**src/pmode_pkg.sv**
```systemverilog
// Constants, types and register map for the power mode and boot controller.
// Assumes a 40 MHz system clock and an APB master with 32-bit data.
package pmode_pkg;
   localparam int unsigned CLK_HZ            = 40000000;
   // Wake latencies in nanoseconds
   localparam longint unsigned SHUT_WAKE_NS  = 64'd68144000;
   localparam longint unsigned FAST_WAKE_NS  = 64'd1220000;
   localparam longint unsigned NS_PER_S      = 64'd1000000000;
   localparam int unsigned SHUT_WAKE_CYC =
      int'((SHUT_WAKE_NS * CLK_HZ) / NS_PER_S);
   localparam int unsigned FAST_WAKE_CYC =
      int'((FAST_WAKE_NS * CLK_HZ) / NS_PER_S);
   localparam int unsigned HIB_WAKE_CYC      = 4;
   localparam int unsigned RST_HOLD_CYC      = 8;
   localparam int unsigned CACHE_KB          = 4;
   localparam int unsigned SRAM_RET_KB       = 124;

   localparam logic [11:0] CTRL_ADDR   = 12'h000;
   localparam logic [11:0] STATUS_ADDR = 12'h004;
   localparam logic [11:0] WAKEEN_ADDR = 12'h008;
   localparam logic [11:0] RETAIN_ADDR = 12'h00C;
   localparam logic [11:0] SWRST_ADDR  = 12'h010;
   localparam logic [31:0] SWRST_KEY   = 32'h0000A5A5;

   localparam logic BOOT_SERIAL = 1'b0;
   localparam logic BOOT_FLASH  = 1'b1;

   typedef enum logic [2:0] {
      MODE_ACTIVE    = 3'b000,
      MODE_FLEXI     = 3'b001,
      MODE_HIBERNATE = 3'b010,
      MODE_SHUTDOWN  = 3'b011,
      MODE_FASTSHUT  = 3'b100
   } pmode_t;

   typedef enum logic [1:0] {
      ST_RUN   = 2'b00,
      ST_SLEEP = 2'b01,
      ST_WAKE  = 2'b10,
      ST_RST   = 2'b11
   } pstate_t;

   // Reset cause bits
   typedef struct packed {
      logic por;
      logic pin;
      logic wdt;
      logic sw;
   } rst_cause_t;

   // Power gating controls to the rest of the chip
   typedef struct packed {
      logic core_clk_en;
      logic dma_clk_en;
      logic periph_en;
      logic sram_ret;
      logic isram_ret;
      logic pin_hold;
      logic gpio_cfg_keep;
      logic cache_en;
      logic cache_inval;
   } gate_t;
endpackage : pmode_pkg

```
**src/power_mode_unit.sv**
```systemverilog
// Power mode, reset cause and boot mode controller with APB registers.
// Assumes reset pin, boot strap and wake lines are asynchronous to clk.
`timescale 1ns/10ps
// Contract
// - Pin, power-on, watchdog and software reset each restart the system.
// - Boot select low at power-up or hard reset selects serial download.
// - Boot mode 0 is serial download, 1 is flash boot.
// - Serial download mode makes loader configure and use the serial port.
// - Active mode allows all peripherals; power managed by clocks only.
// - Flexi stops core clock; DMA keeps running.
// - Hibernate retains state; SRAM and pin retention configurable.
// - Hibernate wakes on wake pins, serial receive, enabled timekeepers.
// - Shutdown powers everything down; wakes on fewer sources than hibernate.
// - Shutdown may keep primary timekeeper to wake periodically.
// - Shutdown wakes only on pins and primary timekeeper.
// - Pins held in hibernate and shutdown; configuration kept in hibernate only.
// - Enabled cache takes 4 kB of instruction SRAM.
// - Cache invalid after waking from hibernate.
// - Fast-wake shutdown wakes in 1.220 ms versus 68.144 ms.
// - Hibernate retains up to 124 kB SRAM, 124 data or 96+28.
module power_mode_unit #(
   parameter int unsigned SHUT_WAKE = pmode_pkg::SHUT_WAKE_CYC,
   parameter int unsigned FAST_WAKE = pmode_pkg::FAST_WAKE_CYC,
   parameter int unsigned NWAKE     = 4
) (
   input  wire logic               clk,
   input  wire logic               rst_n,
   input  wire logic               psel,
   input  wire logic               penable,
   input  wire logic               pwrite,
   input  wire logic [11:0]        paddr,
   input  wire logic [31:0]        pwdata,
   output logic      [31:0]        prdata,
   output logic                    pready,
   output logic                    pslverr,
   input  wire logic               por_n,
   input  wire logic               hardware_reset_pin,
   input  wire logic               boot_select_pin,
   input  wire logic [NWAKE-1:0]   external_wake_pins,
   input  wire logic               first_serial_receive_line,
   input  wire logic               primary_timekeeper,
   input  wire logic               secondary_timekeeper,
   input  wire logic               watchdog_timeout,
   output logic                    sys_rst_n,
   output logic                    boot_mode,
   output logic                    loader_uart_en,
   output pmode_pkg::gate_t        gate
);
   // Two-flop synchronisers for all asynchronous inputs
   localparam int SW = NWAKE + 7;
   // Idle pin levels, so no false edge or reset cause follows rst_n
   localparam logic [SW-1:0] SYNC_IDLE = {{NWAKE{1'b0}}, 1'b1, 1'b0, 1'b0, 1'b0, 1'b1,
                                          pmode_pkg::BOOT_FLASH, 1'b1};
   logic [SW-1:0] s1_r, s2_r;
   always_ff @(posedge clk or negedge rst_n) begin
      if (!rst_n) begin
         s1_r <= SYNC_IDLE;
         s2_r <= SYNC_IDLE;
      end else begin
         s1_r <= {external_wake_pins, first_serial_receive_line, primary_timekeeper,
                  secondary_timekeeper, watchdog_timeout, hardware_reset_pin,
                  boot_select_pin, por_n};
         s2_r <= s1_r;
      end
   end
   logic [NWAKE-1:0] wk_pins;
   logic rx_s, tk0_s, tk1_s, wdt_s, hwrst_s, bsel_s, por_s;
   assign {wk_pins, rx_s, tk0_s, tk1_s, wdt_s, hwrst_s, bsel_s, por_s} = s2_r;

   // Registers
   pmode_pkg::pmode_t  mode_r;
   pmode_pkg::pstate_t st_r;
   pmode_pkg::rst_cause_t cause_r;
   logic        sleep_req_r, cache_en_r, tk0_en_r, tk1_en_r;
   logic        sram_ret_r, isram_ret_r, pin_ret_r;
   logic [31:0] cnt_r;
   logic        rx_prev_r, hwrst_prev_r, cache_stale_r, sw_rst_r;
   logic        wr, rd;
   assign wr = psel && penable && pwrite;
   assign rd = psel && penable && !pwrite;

   // Wake event decoding per mode
   logic rx_fall, wake_ev, rst_ev, hw_pulse;
   assign rx_fall  = rx_prev_r && !rx_s;
   assign hw_pulse = hwrst_prev_r && !hwrst_s;
   always_comb begin
      wake_ev = 1'b0;
      case (mode_r)
         pmode_pkg::MODE_HIBERNATE:
            wake_ev = (|wk_pins) || rx_fall || (tk0_en_r && tk0_s)
                      || (tk1_en_r && tk1_s);
         pmode_pkg::MODE_SHUTDOWN, pmode_pkg::MODE_FASTSHUT:
            wake_ev = (|wk_pins) || (tk0_en_r && tk0_s);
         default: wake_ev = |wk_pins;
      endcase
   end
   assign rst_ev = !por_s || hw_pulse || wdt_s || sw_rst_r;

   always_ff @(posedge clk or negedge rst_n) begin
      if (!rst_n) begin
         rx_prev_r    <= 1'b1;
         hwrst_prev_r <= 1'b1;
      end else begin
         rx_prev_r    <= rx_s;
         hwrst_prev_r <= hwrst_s;
      end
   end

   // Reset cause capture, set wins over software clear
   always_ff @(posedge clk or negedge rst_n) begin
      if (!rst_n) begin
         cause_r <= '{por: 1'b1, default: 1'b0};
      end else begin
         if (wr && paddr == pmode_pkg::STATUS_ADDR)
            cause_r <= cause_r & ~pmode_pkg::rst_cause_t'(pwdata[3:0]);
         if (!por_s)  cause_r.por <= 1'b1;
         if (hw_pulse) cause_r.pin <= 1'b1;
         if (wdt_s)   cause_r.wdt <= 1'b1;
         if (sw_rst_r) cause_r.sw <= 1'b1;
      end
   end

   // Sequencer
   always_ff @(posedge clk or negedge rst_n) begin
      if (!rst_n) begin
         st_r  <= pmode_pkg::ST_RST;
         cnt_r <= '0;
      end else if (rst_ev) begin
         st_r  <= pmode_pkg::ST_RST;
         cnt_r <= '0;
      end else begin
         case (st_r)
            pmode_pkg::ST_RST: begin
               if (cnt_r == 32'(pmode_pkg::RST_HOLD_CYC - 1)) begin
                  st_r  <= pmode_pkg::ST_RUN;
                  cnt_r <= '0;
               end else cnt_r <= cnt_r + 32'd1;
            end
            pmode_pkg::ST_RUN:
               if (sleep_req_r && mode_r != pmode_pkg::MODE_ACTIVE)
                  st_r <= pmode_pkg::ST_SLEEP;
            pmode_pkg::ST_SLEEP: begin
               cnt_r <= '0;
               if (wake_ev) st_r <= pmode_pkg::ST_WAKE;
            end
            pmode_pkg::ST_WAKE: begin
               if (mode_r == pmode_pkg::MODE_FLEXI
                   || mode_r == pmode_pkg::MODE_HIBERNATE) begin
                  if (cnt_r == 32'(pmode_pkg::HIB_WAKE_CYC - 1)) begin
                     st_r <= pmode_pkg::ST_RUN;
                     cnt_r <= '0;
                  end else cnt_r <= cnt_r + 32'd1;
               end else if (cnt_r == 32'((mode_r == pmode_pkg::MODE_FASTSHUT ?
                                         FAST_WAKE : SHUT_WAKE) - 1)) begin
                  st_r  <= pmode_pkg::ST_RST;
                  cnt_r <= '0;
               end else cnt_r <= cnt_r + 32'd1;
            end
            default: st_r <= pmode_pkg::ST_RST;
         endcase
      end
   end

   // Control registers
   always_ff @(posedge clk or negedge rst_n) begin
      if (!rst_n) begin
         mode_r      <= pmode_pkg::MODE_ACTIVE;
         sleep_req_r <= 1'b0;
         cache_en_r  <= 1'b0;
         tk0_en_r    <= 1'b0;
         tk1_en_r    <= 1'b0;
         sram_ret_r  <= 1'b0;
         isram_ret_r <= 1'b0;
         pin_ret_r   <= 1'b0;
         sw_rst_r    <= 1'b0;
      end else begin
         sw_rst_r <= wr && paddr == pmode_pkg::SWRST_ADDR
                     && pwdata == pmode_pkg::SWRST_KEY;
         if (st_r == pmode_pkg::ST_RST) begin
            mode_r      <= pmode_pkg::MODE_ACTIVE;
            sleep_req_r <= 1'b0;
            cache_en_r  <= 1'b0;
         end else begin
            if (st_r == pmode_pkg::ST_WAKE) sleep_req_r <= 1'b0;
            if (wr && paddr == pmode_pkg::CTRL_ADDR) begin
               if (pwdata[2:0] <= pmode_pkg::MODE_FASTSHUT)
                  mode_r <= pmode_pkg::pmode_t'(pwdata[2:0]);
               sleep_req_r <= pwdata[3];
               cache_en_r  <= pwdata[4];
            end
            if (wr && paddr == pmode_pkg::WAKEEN_ADDR) begin
               tk0_en_r <= pwdata[0];
               tk1_en_r <= pwdata[1];
            end
            if (wr && paddr == pmode_pkg::RETAIN_ADDR) begin
               sram_ret_r  <= pwdata[0];
               isram_ret_r <= pwdata[1];
               pin_ret_r   <= pwdata[2];
            end
         end
      end
   end

   // Cache invalid after a hibernate wake, until the sequencer is back in ST_RUN
   always_ff @(posedge clk or negedge rst_n) begin
      if (!rst_n) cache_stale_r <= 1'b0;
      else if (st_r == pmode_pkg::ST_WAKE && mode_r == pmode_pkg::MODE_HIBERNATE)
         cache_stale_r <= 1'b1;
      else if (st_r == pmode_pkg::ST_RUN) cache_stale_r <= 1'b0;
   end

   // Boot mode latched at reset release
   always_ff @(posedge clk or negedge rst_n) begin
      if (!rst_n) begin
         boot_mode      <= pmode_pkg::BOOT_FLASH;
         loader_uart_en <= 1'b0;
      end else if (st_r == pmode_pkg::ST_RST
                   && cnt_r == 32'(pmode_pkg::RST_HOLD_CYC - 1)) begin
         boot_mode      <= bsel_s;
         loader_uart_en <= (bsel_s == pmode_pkg::BOOT_SERIAL);
      end
   end

   // Gating outputs
   always_ff @(posedge clk or negedge rst_n) begin
      if (!rst_n) begin
         sys_rst_n <= 1'b0;
         gate      <= '0;
      end else begin
         sys_rst_n <= (st_r != pmode_pkg::ST_RST) && !rst_ev;
         gate.cache_en    <= cache_en_r && st_r == pmode_pkg::ST_RUN;
         gate.cache_inval <= cache_stale_r;
         if (st_r == pmode_pkg::ST_SLEEP) begin
            gate.core_clk_en <= 1'b0;
            gate.dma_clk_en  <= mode_r == pmode_pkg::MODE_FLEXI;
            gate.periph_en   <= mode_r == pmode_pkg::MODE_FLEXI;
            gate.sram_ret    <= mode_r == pmode_pkg::MODE_HIBERNATE && sram_ret_r;
            gate.isram_ret   <= mode_r == pmode_pkg::MODE_HIBERNATE && isram_ret_r;
            gate.pin_hold    <= (mode_r != pmode_pkg::MODE_FLEXI) && pin_ret_r;
            gate.gpio_cfg_keep <= mode_r != pmode_pkg::MODE_SHUTDOWN
                                  && mode_r != pmode_pkg::MODE_FASTSHUT;
         end else begin
            gate.core_clk_en <= st_r == pmode_pkg::ST_RUN;
            gate.dma_clk_en  <= st_r == pmode_pkg::ST_RUN;
            gate.periph_en   <= st_r == pmode_pkg::ST_RUN;
            gate.sram_ret    <= 1'b0;
            gate.isram_ret   <= 1'b0;
            gate.pin_hold    <= 1'b0;
            gate.gpio_cfg_keep <= 1'b1;
         end
      end
   end

   // APB slave, zero wait state
   always_ff @(posedge clk or negedge rst_n) begin
      if (!rst_n) begin
         prdata  <= '0;
         pready  <= 1'b0;
         pslverr <= 1'b0;
      end else begin
         pready  <= psel && !penable;
         pslverr <= 1'b0;
         if (psel && !penable && !pwrite) begin
            if (paddr == pmode_pkg::CTRL_ADDR)
               prdata <= {27'h0, cache_en_r, sleep_req_r, mode_r};
            else if (paddr == pmode_pkg::STATUS_ADDR)
               prdata <= {24'h0, boot_mode, cache_stale_r, st_r, cause_r};
            else if (paddr == pmode_pkg::WAKEEN_ADDR)
               prdata <= {30'h0, tk1_en_r, tk0_en_r};
            else if (paddr == pmode_pkg::RETAIN_ADDR)
               prdata <= {29'h0, pin_ret_r, isram_ret_r, sram_ret_r};
            else begin
               prdata  <= '0;
               pslverr <= paddr != pmode_pkg::SWRST_ADDR;
            end
         end else if (psel && !penable && pwrite) begin
            prdata  <= '0;
            pslverr <= !(paddr == pmode_pkg::CTRL_ADDR || paddr == pmode_pkg::STATUS_ADDR
                         || paddr == pmode_pkg::WAKEEN_ADDR
                         || paddr == pmode_pkg::RETAIN_ADDR
                         || paddr == pmode_pkg::SWRST_ADDR);
         end
      end
   end

   // Assertions
   property p_shut_no_rx;
      @(posedge clk) disable iff (!rst_n)
      (st_r == pmode_pkg::ST_SLEEP && mode_r == pmode_pkg::MODE_SHUTDOWN
       && !(|wk_pins) && !tk0_s && !rst_ev) |=> st_r == pmode_pkg::ST_SLEEP;
   endproperty
   a_shut_no_rx: assert property (p_shut_no_rx) else $error("shutdown woke on bad source");

   property p_hib_rx;
      @(posedge clk) disable iff (!rst_n)
      (st_r == pmode_pkg::ST_SLEEP && mode_r == pmode_pkg::MODE_HIBERNATE
       && rx_fall && !rst_ev) |=> st_r == pmode_pkg::ST_WAKE;
   endproperty
   a_hib_rx: assert property (p_hib_rx) else $error("hibernate missed serial wake");

   property p_flexi_core;
      @(posedge clk) disable iff (!rst_n)
      (st_r == pmode_pkg::ST_SLEEP && mode_r == pmode_pkg::MODE_FLEXI)
      |=> !gate.core_clk_en && gate.dma_clk_en;
   endproperty
   a_flexi_core: assert property (p_flexi_core) else $error("flexi gating wrong");

   property p_rst_out;
      @(posedge clk) disable iff (!rst_n) rst_ev |=> !sys_rst_n;
   endproperty
   a_rst_out: assert property (p_rst_out) else $error("reset cause did not reset");

   property p_boot_hold;
      @(posedge clk) disable iff (!rst_n)
      (st_r == pmode_pkg::ST_RUN && $past(st_r) == pmode_pkg::ST_RUN)
      |-> $stable(boot_mode);
   endproperty
   a_boot_hold: assert property (p_boot_hold) else $error("boot mode changed in run");

   property p_loader;
      @(posedge clk) disable iff (!rst_n)
      loader_uart_en == (boot_mode == pmode_pkg::BOOT_SERIAL);
   endproperty
   a_loader: assert property (p_loader) else $error("loader enable mismatch");

   property p_shut_cfg;
      @(posedge clk) disable iff (!rst_n)
      (st_r == pmode_pkg::ST_SLEEP && mode_r == pmode_pkg::MODE_SHUTDOWN)
      |=> !gate.gpio_cfg_keep && !gate.sram_ret;
   endproperty
   a_shut_cfg: assert property (p_shut_cfg) else $error("shutdown kept config");

   property p_cache_inval;
      @(posedge clk) disable iff (!rst_n)
      (st_r == pmode_pkg::ST_WAKE && mode_r == pmode_pkg::MODE_HIBERNATE)
      |=> ##1 gate.cache_inval;
   endproperty
   a_cache_inval: assert property (p_cache_inval) else $error("cache not invalidated");

   c_hib: cover property (@(posedge clk) st_r == pmode_pkg::ST_SLEEP
                          && mode_r == pmode_pkg::MODE_HIBERNATE ##1 st_r == pmode_pkg::ST_WAKE);
   c_serial: cover property (@(posedge clk) loader_uart_en);
   c_swrst: cover property (@(posedge clk) sw_rst_r);
endmodule : power_mode_unit

```
**config.mk**
```make
export PLATFORM = sky130hd
export DESIGN_NAME = power_mode_unit
export DESIGN_NICKNAME = d
export VERILOG_FILES = /design/src/pmode_pkg.sv /design/src/power_mode_unit.sv
export SDC_FILE = /design/constraint.sdc
export NUM_CORES = 1
export LEC_CHECK = 0
export BUFFER_PORTS_ARGS = -buffer_cell sky130_fd_sc_hd__buf_2
export CAP_MARGIN = 40
export CORE_MARGIN = 5
export CORE_UTILIZATION = 45
export DETAILED_ROUTE_END_ITERATION = 8
export GPL_TIMING_DRIVEN = 0
export MAX_ROUTING_LAYER = met4
export PLACE_DENSITY = 0.76
export SLEW_MARGIN = 20
export SYNTH_ARGS = -nofsm -noshare
export SYNTH_HDL_FRONTEND = slang
export SYNTH_SLANG_ARGS = --single-unit
```
**constraint.sdc**
```tcl
create_clock -name clk -period 3.1 [get_ports clk]
set_input_delay 0.155 -clock clk [delete_from_list [all_inputs] [get_ports clk]]
set_output_delay 0.155 -clock clk [all_outputs]
set_load 0.05 [all_outputs]
```
==> impl_metrics.tcl, run 1 <==
set metrics [dict create \
    outcome "completed" \
    fin_nets 687 \
    area_delta_synth_final_pct 21.0 \
    finalWirelength_um 12200 \
    clkLatencyLatePin_ns 0.38 \
    vdd_drop_max_mv 0.215 \
    die_h_um 114 \
    hold_violations 0 \
    design.core.area_um2 10400 \
    syn_area_um2 4840 \
    clock_skew_ns 0.0130 \
    synth_cell_type_count 62 \
    htree_levels 3 \
    grt_pass1_wl_um 19500 \
    ys_top_cells_by_area "dfrtp_1, dfstp_2, nand2_1, buf_4, a22o_1" \
    viasPerCell 5.50 \
    worst-setup-path-type "reg -> reg" \
    end_kind "flop" \
    fin_area_um2 5850 \
    period_needed_ns 2.84 \
    setup_violations 0 \
    path_clk_slew_ns 0.11 \
    pwr-share-clk_pct 35.6 \
    syn_avg_cell_area_um2 9.75 \
    ys_warn_count 0 \
    port_buffers 79 \
    fin_crit_sh_pct 91.7 \
    place.gp.congestion 0.977 \
    async_reset_ff_share_pct 100 \
    cts_max_path_buffers 2 \
    final_antenna_net_count 0 \
    max_freq_mhz 352 \
    wire_per_inst_um 15.9 \
    cp-start-kind "flop" \
    p_comb_share_pct 10.1 \
    fillerInstances 916 \
    p_int_mw 1.67 \
    place_area_um2 5530 \
    grt_overflow 0 \
    hold_class "in -> reg" \
    postSynthCellCount 496 \
    first_iter_violations 335 \
    postCtsHoldBufs 12 \
    worst_pin_slew_ns 0.831 \
    root_buffer "clkbuf_8" \
    cts_tree "done" \
    grt_usage_pct 19.2 \
    synthFlopType "dfrtp_1" \
    first_global_vias 4033 \
    grt_max_degree 51 \
    drive_above_1_share_pct 26.5 \
    switching_power_mw 0.665 \
    slew_headroom_pct 44.1 \
    maxSlewViolCount 0 \
    crit_arrival_ns 3.13 \
    dr_total_vias 4200 \
    dieArea_um2 12900 \
    synth_edf_count 0 \
    post_cts_buffers 0 \
    power_switching_share_pct 28.5 \
    num_antenna_cells 0 \
    initial_utilization_pct 46.4 \
    yosys.area.top_type_share_pct 41.9 \
    die_x_um 114 \
    synth-seq-cells 95 \
    p_leak_nw 2.86 \
    crit_fanout 10 \
    num_io_pins 106 \
    rsz0062_at_grt "no" \
    yosys.area.top_type "dfrtp_1" \
    synth_seq_area_share_pct 49.5 \
    dp_hpwl_um 9020 \
    maxCapViolCount 0 \
    fp-row-count 37 \
    pwr-share-seq_pct 54.4 \
    finalSetupTns_ns 0 \
    p_per_area_nw_per_um2 399 \
    antenna_found_initial 0 \
    drc 0 \
    firstDrtPassIters 7 \
    cts.sinks 95 \
    worstPathRequired_ns 3.39 \
    postCtsResizedCells 0 \
    cts-buffers-inserted 9 \
]
-- per-layer routing --
metal / global-route usage [%] / up-vias / routed length (um)
li1: - / 1987 / -
met1: 26.4 / 2013 / 5270
met2: 28.8 / 167 / 5810
met3: 2.55 / 33 / 773
met4: 8.01 / 0 / 297
met5: - / - / 0
-- Yosys cell counts, types with 6 or more instances --
cell	instances
clkbuf_1	16
inv_1	18
buf_4	25
nand4_1	13
dfstp_2	14
a22o_1	15
nor3_1	13
dfrtp_1	81
o22ai_1	7
a21oi_1	17
mux2i_1	8
nand3_1	22
mux2_2	6
a21o_1	16
nor4_1	15
o21ai_0	19
and3_1	13
nor2_1	34
nand2_1	59
-- worst max-delay path: stages, from the launching register on --
cell and delay (ns):
dfrtp_1 0.44, ha_1 0.29, and2_1 0.18, clkbuf_1 0.20
and4_1 0.28, o22a_1 0.24, a21oi_4 0.24, and2_1 0.15
clkbuf_1 0.28, buf_2 0.30, o2bb2ai_1 0.16
-- layout make-up --
class / count / area (um^2) / share of cell area (%)
Sequential cell: 95 / 2390 / 40.9
Multi-Input combinational cell: 358 / 2160 / 37.0
Timing Repair Buffer: 92 / 549 / 9.38
Buffer: 48 / 304 / 5.19
Tap cell: 136 / 170 / 2.91
Clock buffer: 9 / 124 / 2.12
Clock inverter: 7 / 81.3 / 1.39
Inverter: 18 / 67.6 / 1.15
-- sequential cells by signal (all words and copies together), names as in the netlist, 2 cells and up --
signal / flops
st_r: 2
cause_r: 4
prdata: 8
mode_r: 3
s2_r: 11
cnt_r: 32
s1_r: 11
gate: 8
-- cells in the final DEF (no fill, tap or decap), types with 17 or more instances in the layout --
| cell | netlist | final |
|---|---|---|
| buf_2 | 4 | 82 |
| nand2_1 | 59 | 59 |
| nor2_1 | 34 | 34 |
| nand3_1 | 22 | 22 |
| buf_4 | 25 | 25 |
| conb_1 | 1 | 24 |
| a21oi_1 | 17 | 17 |
| inv_1 | 18 | 18 |
| o21ai_0 | 19 | 19 |
| dfrtp_1 | 81 | 81 |
-- metrics by stage --
step	util, %	power [mW]	worst slack (ns)	instances	hold WS, ns
after floorplan	-	1.43	0.672	519	-0.141
after global placement	52.7	1.51	0.0752	734	0.260
after detailed placement	53.1	1.52	0.297	735	0.105
after CTS	56.2	2.35	0.271	763	0.00821
after global routing	56.2	2.42	0.0696	763	0.0124
final	56.2	2.33	0.257	763	0.0203
-- final timing paths --
path	startpoint	endpoint	slack, ns	cells after the start
worst max-delay path	cnt_r[0]	cnt_r[25]	0.26	10
worst min-delay path	pwdata[19]	sw_rst_r	0.02	4
worst max register to register	cnt_r[0]	cnt_r[25]	0.26	10
worst min register to register	s1_r[4]	s2_r[4]	0.36	0
max in group asynchronous	rst_n	cause_r[3]	2.20	3
min in group asynchronous	rst_n	cnt_r[4]	0.26	2
-- power groups by stage --
stage | Sequential (mW) | Clock [mW] | Combinational [mW]
2_1_floorplan | 1.30 | 0 | 0.133
3_3_place_gp | 1.29 | 0 | 0.213
3_5_place_dp | 1.29 | 0 | 0.224
4_1_cts | 1.27 | 0.849 | 0.236
5_1_grt | 1.27 | 0.894 | 0.256
6_report | 1.27 | 0.830 | 0.236
-- logic make-up after synthesis --
| family | after synthesis | share of synthesized area, % |
|---|---|---|
| AND/OR/NAND/NOR | 213 | 23.7 |
| AO/OA/AOI/OAI | 101 | 14.5 |
| flip-flops | 95 | 49.5 |
| buffers and inverters | 66 | 7.68 |
| multiplexers | 14 | 3.05 |
| adder cells (fa/ha/maj) | 5 | 1.29 |
| other | 1 | 0.0775 |
| XOR/XNOR | 1 | 0.181 |
Power figures use the tool's default switching activity.
==> inputs of run 2 (changes only) <==
--- a/config.mk
+++ b/config.mk
@@ -7,6 +7,7 @@
 export LEC_CHECK = 0
 export BUFFER_PORTS_ARGS = -buffer_cell sky130_fd_sc_hd__buf_2
 export CAP_MARGIN = 40
+export CORE_ASPECT_RATIO = 1.1
 export CORE_MARGIN = 5
 export CORE_UTILIZATION = 45
 export DETAILED_ROUTE_END_ITERATION = 8
==> run 2 against run 1 <==
Sequential power about the same. Final area increased by 1.9%. Count of clock-buffer cells in the layout unchanged. Critical endpoint is now cnt_r[22]. Clock power rose by 33%. Critical path type unchanged. Hold slack improved by 0.022 ns.
==> impl_metrics.tcl, run 2 (synthesis results as in run 1) <==
set metrics [dict create \
    p_int_mw 1.92 \
    dr_total_vias 4202 \
    worst_pin_slew_ns 0.772 \
    port_buffers 79 \
    setup_violations 0 \
    outcome "completed" \
    fp-row-count 39 \
    first_global_vias 4098 \
    end_kind "flop" \
    fin_crit_sh_pct 93.5 \
    antenna_found_initial 0 \
    cts.sinks 95 \
    p_comb_share_pct 9.1 \
    reg.largest.list "cnt_r: 32 flops, s1_r: 11 flops, s2_r: 11 flops" \
    power_switching_share_pct 26.4 \
    grt_overflow 0 \
    finalWirelength_um 12300 \
    p_leak_nw 2.90 \
    fin_nets 687 \
    worstPathRequired_ns 3.39 \
    design.core.area_um2 10400 \
    worst-setup-path-type "reg -> reg" \
    num_antenna_cells 0 \
    initial_utilization_pct 46.3 \
    cts_max_path_buffers 2 \
    place_ws_ns 0.246 \
    area_delta_synth_final_pct 23.3 \
    final_antenna_net_count 0 \
    crit_fanout 10 \
    layout_commonest_cell "buf_2" \
    drc 0 \
    finalSetupTns_ns 0 \
    die_h_um 119 \
    slowest_stage "dfrtp_1" \
    layout_common_cells "buf_2, dfrtp_1, nand2_1, nor2_1, buf_4" \
    max_freq_mhz 345 \
    grt_usage_pct 20.1 \
    root_buffer "clkbuf_16" \
    rsz0062_at_grt "no" \
    cts_tree "done" \
    slew_headroom_pct 48.1 \
    max_stage_delay_ns 0.42 \
    dieArea_um2 12900 \
    period_needed_ns 2.90 \
    fin_ws_ns 0.202 \
    place.gp.congestion 0.945 \
    p_per_area_nw_per_um2 437 \
    num_io_pins 106 \
    wire_per_inst_um 15.9 \
    drive_above_1_share_pct 26.6 \
    pwr-share-seq_pct 48.7 \
    clock_skew_ns 0.00908 \
    viasPerCell 5.46 \
    final_core_util_pct 57.1 \
    maxCapViolCount 0 \
    hold_violations 0 \
    path_clk_slew_ns 0.07 \
    grt_pass1_wl_um 20000 \
    cts-buffers-inserted 9 \
    cp-start-kind "flop" \
    clkLatencyLatePin_ns 0.35 \
    htree_levels 3 \
    crit_arrival_ns 3.19 \
    post_cts_buffers 0 \
    hold_class "in -> reg" \
    cp_cell_sequence "ha_1, and2_1, clkbuf_1, and4_1, o22a_1, a21oi_4, and2_1, clkbuf_1, buf_2, a22o_1" \
    firstDrtPassIters 7 \
    switching_power_mw 0.687 \
    maxSlewViolCount 0 \
    grt_max_degree 54 \
    vdd_drop_max_mv 0.351 \
    top_register "cnt_r" \
    largest_reg_flops 32 \
    die_x_um 109 \
    first_iter_violations 298 \
    pwr-share-clk_pct 42.2 \
    dp_hpwl_um 9110 \
]
==> run 2: through the flow <==
stage	std cells	hold slack, ns	total power, mW	instance area, um^2
2_1_floorplan	519	-0.141	1.43	4920
3_3_place_gp	741	0.260	1.51	5500
3_5_place_dp	742	0.0943	1.52	5540
4_1_cts	770	0.0367	2.63	5960
5_1_grt	770	0.0662	2.71	5960
6_report	770	0.0419	2.61	5960
==> run 2: metal layers <==
| layer | track usage [%] | vias to the layer above | routed length, um | share of wire, % |
|---|---|---|---|---|
| met5 | - | - | 0 | 0 |
| met4 | 8.05 | 0 | 314 | 2.6 |
| met3 | 3.87 | 34 | 824 | 6.7 |
| met2 | 32.1 | 184 | 6060 | 49 |
| met1 | 25.1 | 1989 | 5060 | 41 |
| li1 | - | 1995 | - | - |
==> run 2: power by group through the flow <==
| stage | Clock, mW | Sequential [mW] | Combinational [mW] |
|---|---|---|---|
| after floorplan | 0 | 1.30 | 0.133 |
| after global placement | 0 | 1.29 | 0.214 |
| after detailed placement | 0 | 1.29 | 0.224 |
| after CTS | 1.13 | 1.27 | 0.236 |
| after global routing | 1.18 | 1.27 | 0.255 |
| final | 1.10 | 1.27 | 0.236 |
==> run 2: worst paths after layout <==
path / startpoint / cells after the start / slack (ns) / end
max in group asynchronous: rst_n / 3 / 2.18 / st_r[1]
setup / recovery: cnt_r[0] / 10 / 0.20 / cnt_r[22]
min in group asynchronous: rst_n / 2 / 0.28 / cnt_r[23]
hold / removal: pwdata[19] / 4 / 0.04 / sw_rst_r
setup reg to reg: cnt_r[0] / 10 / 0.20 / cnt_r[22]
hold reg to reg: s1_r[4] / 0 / 0.35 / s2_r[4]
==> run 2: area by class of cell <==
type                       instances  area [um^2]
fill                             944         4480
timing repair buffer              92          549
clock buffer                       9          225
tap                              143          179
buffer                            48          304
multi-input combinational        358         2170
sequential                        95         2390
inverter                          18         67.6
clock inverter                     7         75.1
==> run 2: worst max-delay path: cells and delay by family (launching register included) <==
family / cells / cell delay, ns
buffers and inverters: 3 / 0.87
AO/OA/AOI/OAI: 3 / 0.65
AND/OR/NAND/NOR: 3 / 0.62
flip-flops: 1 / 0.42
adder cells (fa/ha/maj): 1 / 0.28
==> run 2: repair_timing <==
item                                    4_1_cts  5_1_grt
hold buffers                                 12        0
resized for setup                             0        1
endpoints found under the hold margin        43        0
endpoints found under the setup margin        0        7
